### src/tmr8_consts.vh
// Register offsets, field positions, reset values, counter limits, mode and action codes for the 8-bit wave timer
`ifndef TMR8_CONSTS_VH
`define TMR8_CONSTS_VH
`define TMR8_ADDR_W 8
`define TMR8_OFF_IRQ_MASK 8'h70
`define TMR8_OFF_IRQ_FLAGS 8'h37
`define TMR8_OFF_CTRL_A 8'hb0
`define TMR8_OFF_CTRL_B 8'hb1
`define TMR8_OFF_COUNT 8'hb2
`define TMR8_OFF_CMP_A 8'hb3
`define TMR8_OFF_CMP_B 8'hb4
`define TMR8_OFF_GIE 8'hb8
`define TMR8_RST_VAL 8'h00
`define TMR8_BIT_FORCE_A 7
`define TMR8_BIT_FORCE_B 6
`define TMR8_BIT_MODE_HI 3
`define TMR8_BIT_OVF 0
`define TMR8_BIT_CMP_A 1
`define TMR8_BIT_CMP_B 2
`define TMR8_MAX 8'hff
`define TMR8_BOTTOM 8'h00
`define TMR8_MODE_NORMAL 3'h0
`define TMR8_MODE_PC_FF 3'h1
`define TMR8_MODE_CTC 3'h2
`define TMR8_MODE_FAST_FF 3'h3
`define TMR8_MODE_PC_A 3'h5
`define TMR8_MODE_FAST_A 3'h7
`define TMR8_ACT_OFF 2'h0
`define TMR8_ACT_TOGGLE 2'h1
`define TMR8_ACT_CLEAR 2'h2
`define TMR8_ACT_SET 2'h3
`define TMR8_PS_W 10
`endif

### src/tmr8_wavegen.v
// 8-bit timer/counter with two compare channels, waveform generation and a register port
//
// Implementation choice: the strobed register port.
`timescale 1ns/1ps
`include "tmr8_consts.vh"

module tmr8_wavegen #(
  parameter ADDR_W = `TMR8_ADDR_W
) (
  input wire clk,
  input wire nrst,
  input wire [ADDR_W-1:0] addr,
  input wire [7:0] wdata,
  input wire wr_en,
  input wire rd_en,
  output reg [7:0] rdata,
  input wire [2:0] irq_ack,
  output reg irq,
  output reg irq_ovf,
  output reg irq_cmp_a,
  output reg irq_cmp_b,
  output reg wave_out_a,
  output reg wave_out_b,
  output reg wave_en_a,
  output reg wave_en_b
);

  // Register map, byte offsets on addr:
  //   irq_mask    bit 0 overflow, bit 1 compare A, bit 2 compare B enables
  //   irq_flags   same layout, sticky, cleared by writing one or by irq_ack
  //   ctrl_a      out_action_a [7:6], out_action_b [5:4], low mode bits [1:0]
  //   ctrl_b      force_match_a [7], force_match_b [6], wave_mode_hi [3], clk_sel [2:0]
  //   count_value, compare_a_value, compare_b_value are plain 8-bit values
  //   global enable bit 0 stands in for the processor's interrupt enable
  // Unmapped offsets read zero and ignore writes.
  // Read data come one cycle after the strobe; the port never stalls.

  // Software-visible registers, plus the hidden compare buffers ocr_a_buf_reg and ocr_b_buf_reg
  reg [7:0] count_value_reg;
  reg [7:0] compare_a_value_reg;
  reg [7:0] compare_b_value_reg;
  reg [7:0] ocr_a_buf_reg;
  reg [7:0] ocr_b_buf_reg;
  reg [2:0] irq_mask_reg;
  reg [2:0] irq_flags_reg;
  reg [1:0] out_action_a_reg;
  reg [1:0] out_action_b_reg;
  reg [1:0] wave_mode_lo_reg;
  reg wave_mode_hi_reg;
  reg [2:0] clk_sel_reg;
  reg gie_reg;
  // Internal counting state: direction, match block, prescaler history and wave levels
  reg down_reg;
  reg block_reg;
  reg [`TMR8_PS_W-1:0] ps_reg;
  reg [`TMR8_PS_W-1:0] ps_prev_reg;
  reg out_a_reg;
  reg out_b_reg;

  // Decode and next-state values; apart from wave_mode_sel, all produced by the combinational processes below
  wire [2:0] wave_mode_sel = {wave_mode_hi_reg, wave_mode_lo_reg};
  reg [2:0] mode_eff;
  reg tick;
  reg [7:0] top;
  reg is_pwm;
  reg is_fast;
  reg is_pc;
  reg [7:0] cnt_next;
  reg down_next;
  reg ovf_ev;
  reg hit_a;
  reg hit_b;
  reg upd_ocr;
  reg out_a_next;
  reg out_b_next;
  reg [7:0] rd_next;
  reg [2:0] flags_next;

  // Write decodes; force strobes are qualified by the mode held in the write cycle,
  // so a write that changes the mode and forces at once uses the old mode
  wire wr_ctrl_b = wr_en && (addr == `TMR8_OFF_CTRL_B);
  wire wr_cnt = wr_en && (addr == `TMR8_OFF_COUNT);
  wire force_a = wr_ctrl_b && wdata[`TMR8_BIT_FORCE_A] && !is_pwm;
  wire force_b = wr_ctrl_b && wdata[`TMR8_BIT_FORCE_B] && !is_pwm;

  // Function of one output-action code on a non-PWM match
  // Code 00 keeps the internal level; the pin itself is released by wave_en
  // Used for real and forced matches alike, so both follow the same table
  function act_apply;
    input [1:0] act;
    input cur;
    begin
      case (act)
        `TMR8_ACT_TOGGLE: act_apply = ~cur;
        `TMR8_ACT_CLEAR: act_apply = 1'b0;
        `TMR8_ACT_SET: act_apply = 1'b1;
        default: act_apply = cur;
      endcase
    end
  endfunction

  // Mode decode; reserved codes fall back to normal counting
  // TOP reads the compare A register itself: in clear-on-match the update is
  // immediate, and in the PWM modes software is expected to change it only
  // once per period, so no separate TOP buffer is kept
  // Reserved codes map to normal so flags and outputs stay deterministic
  always @* begin
    case (wave_mode_sel)
      `TMR8_MODE_PC_FF, `TMR8_MODE_CTC, `TMR8_MODE_FAST_FF, `TMR8_MODE_PC_A, `TMR8_MODE_FAST_A: begin
        mode_eff = wave_mode_sel;
      end
      default: begin
        mode_eff = `TMR8_MODE_NORMAL;
      end
    endcase
    top = `TMR8_MAX;
    if (mode_eff == `TMR8_MODE_CTC || mode_eff == `TMR8_MODE_PC_A || mode_eff == `TMR8_MODE_FAST_A) begin
      top = compare_a_value_reg;
    end
    is_fast = (mode_eff == `TMR8_MODE_FAST_FF) || (mode_eff == `TMR8_MODE_FAST_A);
    is_pc = (mode_eff == `TMR8_MODE_PC_FF) || (mode_eff == `TMR8_MODE_PC_A);
    is_pwm = is_fast || is_pc;
  end

  // Prescaler bit whose falling edge gives each divided rate
  localparam TAP_DIV8 = 2;
  localparam TAP_DIV32 = 4;
  localparam TAP_DIV64 = 5;
  localparam TAP_DIV128 = 6;
  localparam TAP_DIV256 = 7;
  localparam TAP_DIV1024 = 9;

  // Prescaler tap select; a tap fires on the falling edge of its counter bit
  // The prescaler is only reset by nrst, so the first tick after a new selection may
  // come early; software that needs exact phase must allow for one short period
  always @* begin
    case (clk_sel_reg)
      3'h0: tick = 1'b0;
      3'h1: tick = 1'b1;
      3'h2: tick = ps_prev_reg[TAP_DIV8] & ~ps_reg[TAP_DIV8];
      3'h3: tick = ps_prev_reg[TAP_DIV32] & ~ps_reg[TAP_DIV32];
      3'h4: tick = ps_prev_reg[TAP_DIV64] & ~ps_reg[TAP_DIV64];
      3'h5: tick = ps_prev_reg[TAP_DIV128] & ~ps_reg[TAP_DIV128];
      3'h6: tick = ps_prev_reg[TAP_DIV256] & ~ps_reg[TAP_DIV256];
      default: tick = ps_prev_reg[TAP_DIV1024] & ~ps_reg[TAP_DIV1024];
    endcase
  end

  // Counter step, matches and waveform next state
  // Phase correct counts up to TOP, turns, and counts down to BOTTOM, where the
  // overflow event is raised; the other modes wrap from TOP to BOTTOM
  // A software count write overrides the step taken in the same cycle
  always @* begin
    cnt_next = count_value_reg;
    down_next = down_reg;
    ovf_ev = 1'b0;
    upd_ocr = 1'b0;
    // Matches use the value the counter holds during this timer clock
    // Comparing before the step means a match is seen one tick after the
    // counter reaches the compare value, as it is for the overflow event
    hit_a = tick && !block_reg && (count_value_reg == ocr_a_buf_reg);
    hit_b = tick && !block_reg && (count_value_reg == ocr_b_buf_reg);
    out_a_next = out_a_reg;
    out_b_next = out_b_reg;
    if (tick) begin
      if (is_pc) begin
        if (!down_reg) begin
          if (count_value_reg == top) begin
            down_next = 1'b1;
            cnt_next = count_value_reg - 8'h01;
            upd_ocr = 1'b1;
          end else begin
            cnt_next = count_value_reg + 8'h01;
          end
        end else if (count_value_reg == `TMR8_BOTTOM) begin
          down_next = 1'b0;
          cnt_next = count_value_reg + 8'h01;
          ovf_ev = 1'b1;
        end else begin
          cnt_next = count_value_reg - 8'h01;
        end
      end else if (count_value_reg == top) begin
        cnt_next = `TMR8_BOTTOM;
        down_next = 1'b0;
        ovf_ev = (mode_eff != `TMR8_MODE_CTC) || (top == `TMR8_MAX);
        upd_ocr = is_fast;
      end else begin
        cnt_next = count_value_reg + 8'h01;
      end
    end
    if (wr_cnt) begin
      cnt_next = wdata;
    end
    // Output action per mode class
    if (!is_pwm) begin
      if (hit_a || force_a) out_a_next = act_apply(out_action_a_reg, out_a_reg);
      if (hit_b || force_b) out_b_next = act_apply(out_action_b_reg, out_b_reg);
    end else begin
      // PWM: code 01 toggles channel A only when compare A serves as TOP
      // Codes 1x set or clear on match, inverted while phase correct counts down
      // Channel B has no toggle form; its code 01 leaves the level alone
      // The equal-to-TOP special case is not modelled separately
      if (hit_a && out_action_a_reg == `TMR8_ACT_TOGGLE && wave_mode_hi_reg) out_a_next = ~out_a_reg;
      if (hit_a && out_action_a_reg[1]) out_a_next = out_action_a_reg[0] ^ (is_pc & down_reg);
      if (hit_b && out_action_b_reg[1]) out_b_next = out_action_b_reg[0] ^ (is_pc & down_reg);
      // Fast PWM restores the opposite level as the counter wraps to BOTTOM,
      // which takes priority over a match seen in the same tick
      if (tick && is_fast && count_value_reg == top) begin
        if (out_action_a_reg[1]) out_a_next = ~out_action_a_reg[0];
        if (out_action_b_reg[1]) out_b_next = ~out_action_b_reg[0];
      end
    end
  end

  // Flags: a hardware event wins over a clear in the same cycle; forced matches never set them
  // Losing the clear is harmless: software sees the flag again and acknowledges it,
  // whereas losing the event would drop an interrupt for good
  always @* begin
    flags_next = irq_flags_reg & ~irq_ack;
    if (wr_en && addr == `TMR8_OFF_IRQ_FLAGS) begin
      flags_next = flags_next & ~wdata[2:0];
    end
    if (ovf_ev) flags_next[`TMR8_BIT_OVF] = 1'b1;
    if (hit_a) flags_next[`TMR8_BIT_CMP_A] = 1'b1;
    if (hit_b) flags_next[`TMR8_BIT_CMP_B] = 1'b1;
  end

  // Read mux; unmapped offsets read zero
  // Force strobes are never stored, so ctrl_b shows zeros in bits 7 and 6
  // The count reads the live counter; a read during counting sees the pre-step value
  always @* begin
    case (addr)
      `TMR8_OFF_IRQ_MASK: rd_next = {5'h00, irq_mask_reg};
      `TMR8_OFF_IRQ_FLAGS: rd_next = {5'h00, irq_flags_reg};
      `TMR8_OFF_CTRL_A: rd_next = {out_action_a_reg, out_action_b_reg, 2'h0, wave_mode_lo_reg};
      `TMR8_OFF_CTRL_B: rd_next = {2'h0, 2'h0, wave_mode_hi_reg, clk_sel_reg};
      `TMR8_OFF_COUNT: rd_next = count_value_reg;
      `TMR8_OFF_CMP_A: rd_next = compare_a_value_reg;
      `TMR8_OFF_CMP_B: rd_next = compare_b_value_reg;
      `TMR8_OFF_GIE: rd_next = {7'h00, gie_reg};
      default: rd_next = 8'h00;
    endcase
  end

  // Register file, counter and waveform state
  always @(posedge clk or negedge nrst) begin
    if (!nrst) begin
      count_value_reg <= `TMR8_RST_VAL;
      compare_a_value_reg <= `TMR8_RST_VAL;
      compare_b_value_reg <= `TMR8_RST_VAL;
      ocr_a_buf_reg <= `TMR8_RST_VAL;
      ocr_b_buf_reg <= `TMR8_RST_VAL;
      irq_mask_reg <= 3'h0;
      irq_flags_reg <= 3'h0;
      out_action_a_reg <= 2'h0;
      out_action_b_reg <= 2'h0;
      wave_mode_lo_reg <= 2'h0;
      wave_mode_hi_reg <= 1'b0;
      clk_sel_reg <= 3'h0;
      gie_reg <= 1'b0;
      down_reg <= 1'b0;
      block_reg <= 1'b0;
      ps_reg <= {`TMR8_PS_W{1'b0}};
      ps_prev_reg <= {`TMR8_PS_W{1'b0}};
      out_a_reg <= 1'b0;
      out_b_reg <= 1'b0;
    end else begin
      // Free-running prescaler; shared taps keep all divided rates phase aligned
      ps_reg <= ps_reg + {{(`TMR8_PS_W-1){1'b0}}, 1'b1};
      ps_prev_reg <= ps_reg;
      count_value_reg <= cnt_next;
      down_reg <= down_next;
      // Block stays armed until the next timer clock has passed
      // A write while stopped keeps the block until counting resumes, so the
      // first tick after a start never matches on the written value
      if (wr_cnt) begin
        block_reg <= 1'b1;
      end else if (tick) begin
        block_reg <= 1'b0;
      end
      irq_flags_reg <= flags_next;
      out_a_reg <= out_a_next;
      out_b_reg <= out_b_next;
      // Compare buffers follow at once outside PWM, else at the mode's update point
      // Buffering in PWM avoids glitches when software changes a duty mid-period
      if (!is_pwm || upd_ocr) begin
        ocr_a_buf_reg <= compare_a_value_reg;
        ocr_b_buf_reg <= compare_b_value_reg;
      end
      if (wr_en) begin
        case (addr)
          // Mask keeps only its three enable bits
          `TMR8_OFF_IRQ_MASK: irq_mask_reg <= wdata[2:0];
          `TMR8_OFF_CTRL_A: begin
            out_action_a_reg <= wdata[7:6];
            out_action_b_reg <= wdata[5:4];
            wave_mode_lo_reg <= wdata[1:0];
          end
          // Force bits act as strobes above and are not stored here
          `TMR8_OFF_CTRL_B: begin
            wave_mode_hi_reg <= wdata[`TMR8_BIT_MODE_HI];
            clk_sel_reg <= wdata[2:0];
          end
          // Compare values land here; the match logic reads the buffered copies
          `TMR8_OFF_CMP_A: compare_a_value_reg <= wdata;
          `TMR8_OFF_CMP_B: compare_b_value_reg <= wdata;
          `TMR8_OFF_GIE: gie_reg <= wdata[0];
          default: begin
          end
        endcase
      end
    end
  end

  // Registered outputs, kept apart from the register file so every pin
  // comes straight from a flip-flop and sees one cycle of delay
  always @(posedge clk or negedge nrst) begin
    if (!nrst) begin
      rdata <= 8'h00;
      irq <= 1'b0;
      irq_ovf <= 1'b0;
      irq_cmp_a <= 1'b0;
      irq_cmp_b <= 1'b0;
      wave_out_a <= 1'b0;
      wave_out_b <= 1'b0;
      wave_en_a <= 1'b0;
      wave_en_b <= 1'b0;
    end else begin
      // Read data stand one cycle, then return to zero
      rdata <= rd_ctrl(rd_en, rd_next);
      // Each request needs its mask bit, the global enable and its flag
      irq_ovf <= gie_reg && irq_mask_reg[`TMR8_BIT_OVF] && irq_flags_reg[`TMR8_BIT_OVF];
      irq_cmp_a <= gie_reg && irq_mask_reg[`TMR8_BIT_CMP_A] && irq_flags_reg[`TMR8_BIT_CMP_A];
      irq_cmp_b <= gie_reg && irq_mask_reg[`TMR8_BIT_CMP_B] && irq_flags_reg[`TMR8_BIT_CMP_B];
      // Summary line, high while any enabled flag is set
      irq <= gie_reg && |(irq_mask_reg & irq_flags_reg);
      // A disconnected channel drives low and drops its enable
      wave_out_a <= out_a_reg & (out_action_a_reg != `TMR8_ACT_OFF);
      wave_out_b <= out_b_reg & (out_action_b_reg != `TMR8_ACT_OFF);
      wave_en_a <= (out_action_a_reg != `TMR8_ACT_OFF);
      wave_en_b <= (out_action_b_reg != `TMR8_ACT_OFF);
    end
  end

  // Read data stand only in the cycle after the strobe
  // Zero outside that cycle keeps a shared read bus free of stale values
  function [7:0] rd_ctrl;
    input en;
    input [7:0] val;
    begin
      rd_ctrl = en ? val : 8'h00;
    end
  endfunction

endmodule

### config.mk
export PLATFORM = sky130hd
export DESIGN_NAME = tmr8_wavegen
export DESIGN_NICKNAME = d
export VERILOG_FILES = /design/src/tmr8_wavegen.v
export VERILOG_INCLUDE_DIRS = /design/src
export SDC_FILE = /design/constraint.sdc
export NUM_CORES = 1
export LEC_CHECK = 0
export BUFFER_PORTS_ARGS = -buffer_cell sky130_fd_sc_hd__buf_4
export CAP_MARGIN = 20
export CORE_ASPECT_RATIO = 0.7
export CORE_UTILIZATION = 50
export CTS_BUF_LIST = sky130_fd_sc_hd__clkbuf_8
export CTS_CLUSTER_DIAMETER = 60
export CTS_CLUSTER_SIZE = 16
export DETAILED_ROUTE_END_ITERATION = 10
export PLACE_DENSITY = 0.78
export REMOVE_ABC_BUFFERS = 1
export SLEW_MARGIN = 20
export SYNTH_ARGS = -nofsm -noshare
export SYNTH_HDL_FRONTEND = slang
export SYNTH_SLANG_ARGS = --single-unit
### constraint.sdc
create_clock -name clk -period 6.25 [get_ports clk]
set_input_delay 1.25 -clock clk [delete_from_list [all_inputs] [get_ports clk]]
set_output_delay 1.25 -clock clk [all_outputs]
set_load 0.05 [all_outputs]
==> flow_metrics.py, run 1 <==
metrics = {
    "detailed_routing": {
        "wirelength_um": 13400,
        "via_per_inst": 6.40,
        "vias": 4174,
        "final_antenna_net_count": 0,
        "drtIter0Drc": 632,
        "drc": 0,
        "wire_per_inst_um": 20.5,
        "firstDrtPassIters": 5,
    },
    "synth": {
        "synth-main-ff-cell": "dfrtp_1",
        "async_reset_ff_frac": 1.00,
        "synth_edf_count": 0,
        "synthMuxAreaShare": 0.112,
        "synth_compound_area_frac": 0.151,
        "synth_xor_area_frac": 0.0552,
        "netlist_instances": 494,
        "avgSynthCellArea_um2": 10.3,
        "synth_top_family_by_area": "simple AND/OR/NAND/NOR gates",
        "ys_warn_count": 0,
        "synth_cell_types": 69,
        "synth_fa_ha_area_frac": 0.0148,
        "synth-simple-area-share": 0.170,
        "synth_area_um2": 5080,
        "yosysSeqAreaShare": 0.458,
        "ys_ff_latch": 93,
    },
    "layout": {
        "fillCellCount": 849,
        "final_cell_mix": "dfrtp_1 (93), nand2_1 (44), mux2_2 (41)",
        "nets": 548,
        "final_common_cell": "dfrtp_1",
        "area_growth_pct": 11.3,
        "largest_reg_flops": 10,
        "drive_gt1_frac": 0.206,
        "antenna_cells": 0,
        "utilization": 0.579,
    },
    "power": {
        "cellLeakagePower_nw": 2.53,
        "power.total_mw": 1.58,
        "ir_drop_v": 0.000198,
        "powerDensity_nw_per_um2": 280,
    },
    "setup_path": {
        "endpoint_kind": "flop",
        "critical_path_class": "flop to flop",
        "startpoint_type": "flop",
        "path_max_fanout": 19,
        "arrival_ns": 3.61,
        "critPathRequiredTime_ns": 6.52,
    },
    "global_routing": {
        "grt_pass1_wl_um": 21400,
        "antenna_found_initial": 0,
        "grt_pass1_vias": 3905,
        "overflow": 0,
        "grt_max_degree": 64,
        "track_usage": 0.272,
    },
    "floorplanning": {
        "die_w_um": 122,
        "initial_core_util": 0.520,
        "io_pins": 39,
        "num_rows": 30,
        "core-area_um2": 9760,
        "die-area_um2": 10600,
        "die_h_um": 86.3,
    },
    "clock_network": {
        "cts_resized": 0,
        "ctsHtreeMaxLevel": 3,
        "cts_tree": "done",
        "worstSkewPairLatency_ns": 0.38,
        "cts_setup_buffers": 0,
        "cts_root_buf": "clkbuf_8",
        "numCtsBuffers": 9,
        "cts_sinks": 93,
        "clockBufferDepth": 2,
        "postCtsHoldBufs": 0,
        "clkTransAtPathRegs_ns": 0.10,
    },
    "timing": {
        "drv_slew": 0,
        "relSlewSlack": 0.271,
        "max_freq_mhz": 299,
        "finalHoldViolCount": 0,
        "rsz0062_at_grt": "no",
        "fin_skew_ns": 0.0110,
        "finalCriticalPeriod_ns": 3.34,
        "setup_tns_ns": 0,
        "worstMarginPinSlew_ns": 1.09,
        "setup-violations-final": 0,
        "fin_crit_sh": 0.535,
    },
    "status": {
        "status": "completed",
    },
    "placement": {
        "gp_congestion": 0.907,
        "dpl.hpwl_um": 9600,
        "port-buffer-count": 38,
    },
    "hold_path": {
        "holdCritPathClass": "flop to flop",
    },
    "job": {
        "cap_violations": 0,
    },
}
## worst paths after layout
kind                       cells past startpoint  slack, ns                 from               end
setup / recovery                               6       2.91  wave_mode_lo_reg[0]  ocr_b_buf_reg[2]
hold / removal                                 0       0.44            ps_reg[9]    ps_prev_reg[9]
setup reg to reg                               6       2.91  wave_mode_lo_reg[0]  ocr_b_buf_reg[2]
hold reg to reg                                0       0.44            ps_reg[9]    ps_prev_reg[9]
max in group asynchronous                      2       4.35                 nrst  ocr_a_buf_reg[7]
min in group asynchronous                      1       0.79                 nrst    ps_prev_reg[9]
## metrics by stage
| stage | hold WS (ns) | std cells | instance area [um2] | setup slack [ns] |
|---|---|---|---|---|
| final | 0.437 | 652 | 5650 | 2.91 |
| after global routing | 0.454 | 652 | 5650 | 2.66 |
| after CTS | 0.439 | 652 | 5640 | 2.92 |
| after detailed placement | 0.422 | 636 | 5410 | 2.83 |
| after global placement | 0.413 | 636 | 5410 | 2.85 |
| after floorplan | 0.393 | 469 | 4960 | 3.31 |
## synthesized netlist by cell type, types with 2 or more instances
cell | count | area (um2)
inv_1 | 21 | 78.8
xor2_1 | 8 | 70.1
nand4b_1 | 2 | 17.5
dfrtp_1 | 93 | 2330
a22oi_1 | 10 | 75.1
a31oi_1 | 5 | 31.3
nor2b_1 | 7 | 43.8
and3_1 | 6 | 37.5
mux2_2 | 41 | 462
nor3b_1 | 8 | 60.1
nand3_1 | 20 | 100
a21oi_1 | 25 | 125
or4_1 | 3 | 22.5
o21ai_1 | 2 | 10.0
nor4_1 | 3 | 18.8
a41o_1 | 3 | 30.0
o31ai_1 | 3 | 22.5
o21ai_0 | 12 | 60.1
mux2i_1 | 4 | 40.0
a21o_1 | 3 | 22.5
nand2b_1 | 3 | 18.8
a31o_2 | 4 | 35.0
nor3_1 | 16 | 80.1
clkbuf_1 | 17 | 63.8
nor2_1 | 26 | 97.6
xnor2_1 | 24 | 210
nand4bb_1 | 2 | 22.5
o311a_1 | 2 | 20.0
o221ai_1 | 2 | 17.5
nand2_1 | 44 | 165
buf_6 | 2 | 22.5
mux2_1 | 6 | 67.6
o211ai_1 | 3 | 22.5
a222oi_1 | 3 | 30.0
nor4bb_1 | 2 | 20.0
a211oi_1 | 6 | 45.0
o22ai_1 | 2 | 12.5
nand4_1 | 4 | 25.0
buf_2 | 4 | 20.0
and2_1 | 4 | 25.0
or3_1 | 3 | 18.8
ha_1 | 6 | 75.1
a32o_1 | 3 | 30.0
nand3b_1 | 2 | 15.0
## final cells by class
cell class / instances / area [um2] / share of cell area
clock inverters: 6 / 93.8 / 0.0166
inverters: 21 / 78.8 / 0.0140
multi-input cells: 355 / 2560 / 0.453
well taps: 128 / 160 / 0.0284
flip-flops and latches: 93 / 2330 / 0.412
clock buffers: 10 / 138 / 0.0244
repair buffers: 39 / 293 / 0.0518
## critical path, stage by stage (launching register included)
cell       delay, ns
dfrtp_1         0.80
and2_1          0.28
a211oi_1        0.10
nor4_2          0.32
o2111ai_2       0.42
o31ai_4         0.89
mux2_2          0.42
## routing by layer
| layer | track usage | part of all wire | vias to the layer above |
|---|---|---|---|
| li1 | - | - | 1857 |
| met1 | 0.403 | 0.44 | 2039 |
| met2 | 0.384 | 0.43 | 253 |
| met3 | 0.0796 | 0.11 | 25 |
| met4 | 0.0776 | 0.017 | 0 |
| met5 | 0 | 0 | - |
## kinds of logic after synthesis
kind of cell	after synthesis
AND/OR/NAND/NOR	162
AO/OA/AOI/OAI	104
flip-flops	93
multiplexers	51
buffers and inverters	46
XOR/XNOR	32
adder cells (fa/ha/maj)	6
## power breakdown
part | internal [mW] | switching (mW) | leakage [nW] | total [mW]
registers | 0.641 | 0.121 | 1.23 | 0.762
logic | 0.168 | 0.189 | 1.18 | 0.357
clock network | 0.239 | 0.224 | 0.113 | 0.463
Note: power is estimated with default switching activity, not from simulation.
==> run 2, diff against run 1 <==
Settings changed: PLACE_DENSITY 0.78 to 0.81.
Clock period 6.25 ns to 3 ns, I/O delays scaled along.
==> run 2 against run 1 <==
  * Clock-buffer cell count rose by 1
  * Sequential power is 97% higher
  * Non-clock buffer count is 17 higher
  * Register-to-register slack got worse by 2.6 ns
  * Flip-flop and latch count stayed put
  * Combinational power rose to 2.6 times the previous value
  * First-iteration DRC count rose by 0.47%
  * Critical endpoint is now count_value_reg[5]
  * Die area stayed put
  * Power increased by 110%
  * Global-route usage grew 1.0 points
  * Cell count rose by 2.6%
  * Via count grew 1.6%
==> flow_metrics.py, run 2 (synthesized netlist as in run 1, its figures left out) <==
metrics = {
    "clock_network": {
        "cts_setup_buffers": 0,
        "ctsHtreeMaxLevel": 3,
        "cts_tree": "done",
        "cts_resized": 0,
        "clockBufferDepth": 2,
        "worstSkewPairLatency_ns": 0.38,
        "postCtsHoldBufs": 0,
        "cts_root_buf": "clkbuf_8",
        "numCtsBuffers": 9,
        "clkTransAtPathRegs_ns": 0.10,
        "cts_sinks": 93,
    },
    "detailed_routing": {
        "wl_met2_um": 6150,
        "wire_per_inst_um": 21.0,
        "drtIter0Drc": 635,
        "final_antenna_net_count": 0,
        "vias": 4240,
        "drc": 0,
        "wl_met1_um": 6200,
        "wirelength_um": 14100,
        "via_per_inst": 6.34,
        "wl_met3_um": 1480,
        "firstDrtPassIters": 5,
        "topRoutingLayerUsed": "met4",
    },
    "setup_path": {
        "r2r_cells": 7,
        "arrival_ns": 2.94,
        "critPathRequiredTime_ns": 3.25,
        "startpoint_type": "flop",
        "slowest_stage": "dfrtp_1",
        "critical_path.cell_chain": "nor4b_1 > a211oi_1 > nor4_2 > o2111ai_2 > buf_4 > a211o_1 > o32ai_1",
        "rr_endpoint": "count_value_reg[5]",
        "critical_path_class": "flop to flop",
        "path_max_fanout": 12,
        "regToRegSetupSlack_ns": 0.31,
        "endpoint_kind": "flop",
        "critPathMaxStageDelay_ns": 0.52,
        "reg2reg_from": "wave_mode_hi_reg",
    },
    "status": {
        "status": "completed",
    },
    "placement": {
        "dpl.hpwl_um": 10200,
        "port-buffer-count": 38,
        "gp_congestion": 0.934,
        "place_area_um2": 5550,
    },
    "layout": {
        "drive_gt1_frac": 0.229,
        "nets": 565,
        "final_cell_mix": "dfrtp_1 (93), buf_4 (55), nand2_1 (44)",
        "antenna_cells": 0,
        "fin_area_um2": 5770,
        "final_common_cell": "dfrtp_1",
        "largest_reg_flops": 10,
        "fillCellCount": 805,
        "area_growth_pct": 13.7,
    },
    "floorplanning": {
        "io_pins": 39,
        "die-area_um2": 10600,
        "die_w_um": 122,
        "initial_core_util": 0.520,
        "die_h_um": 86.3,
        "core-area_um2": 9760,
        "num_rows": 30,
    },
    "timing": {
        "finalHoldViolCount": 0,
        "setup-violations-final": 0,
        "relSlewSlack": 0.526,
        "fin_skew_ns": 0.0120,
        "max_freq_mhz": 371,
        "worstMarginPinSlew_ns": 0.710,
        "finalCriticalPeriod_ns": 2.69,
        "fin_crit_sh": 0.898,
        "setup_tns_ns": 0,
        "rsz0062_at_grt": "no",
        "drv_slew": 0,
    },
    "hold_path": {
        "holdCritPathClass": "input port to asynchronous set/reset pin",
    },
    "global_routing": {
        "track_usage": 0.282,
        "grt_pass1_wl_um": 22300,
        "grt_pass1_vias": 4100,
        "overflow": 0,
        "grt_max_degree": 54,
        "antenna_found_initial": 0,
    },
    "job": {
        "cap_violations": 0,
    },
    "power": {
        "cellLeakagePower_nw": 2.61,
        "ir_drop_v": 0.000430,
        "powerDensity_nw_per_um2": 577,
    },
}
[run 2: cell count changes in the layout (fill, tap and decap cells not counted)]
cell,change
buf_12,+1
buf_4,+16
bufinv_16,-1
clkbuf_8,+1
clkinv_4,-1
inv_8,+1
nor4_1,+1
nor4_2,-1
[run 2: cell type report]
class | instances | area, um2 | area share
multi-input combinational | 355 | 2550 | 0.442
sequential | 93 | 2330 | 0.403
timing repair buffer | 56 | 433 | 0.0750
tap | 128 | 160 | 0.0278
clock buffer | 11 | 151 | 0.0262
inverter | 21 | 78.8 | 0.0137
clock inverter | 5 | 66.3 | 0.0115
[run 2: worst max path at each step]
stage / from / end / slack [ns]
floorplan: wave_mode_lo_reg[0] / ocr_a_buf_reg[0] / 0.31
global placement: wave_mode_hi_reg / count_value_reg[5] / 0.45
detailed placement: wave_mode_hi_reg / flop / 0.37
CTS: wave_mode_hi_reg / flop / 0.35
global route: wave_mode_hi_reg / count_value_reg[7] / 0.15
finish: wave_mode_hi_reg / count_value_reg[5] / 0.31
[run 2: report_power, final]
group,leakage (nW),internal (mW),switching [mW],total (mW)
clock,0.108,0.441,0.464,0.905
sequential,1.23,1.34,0.163,1.50
combinational,1.27,0.404,0.520,0.924
total,2.61,2.18,1.15,3.33
[run 2: through the flow]
step	setup slack, ns	power [mW]	instances	hold slack, ns	util
CTS	0.353	3.30	669	0.291	0.591
floorplan	0.306	2.05	469	0.304	-
global route	0.149	3.45	669	0.325	0.591
detailed placement	0.368	2.40	653	0.419	0.569
finish	0.305	3.33	669	0.275	0.591
global placement	0.450	2.38	653	0.409	0.569
[run 2: critical path, delay by kind of cell, from the launching register on]
| family | cells | cell delay, ns |
|---|---|---|
| buf+inv | 1 | 0.25 |
| simple gates | 2 | 0.61 |
| compound gates | 4 | 1.19 |
| flops | 1 | 0.52 |
[run 2: routing by layer]
layer | up-vias | track usage
li1 | 1884 | -
met1 | 2068 | 0.415
met2 | 255 | 0.414
met3 | 33 | 0.0651
met4 | 0 | 0.0831
met5 | - | 0
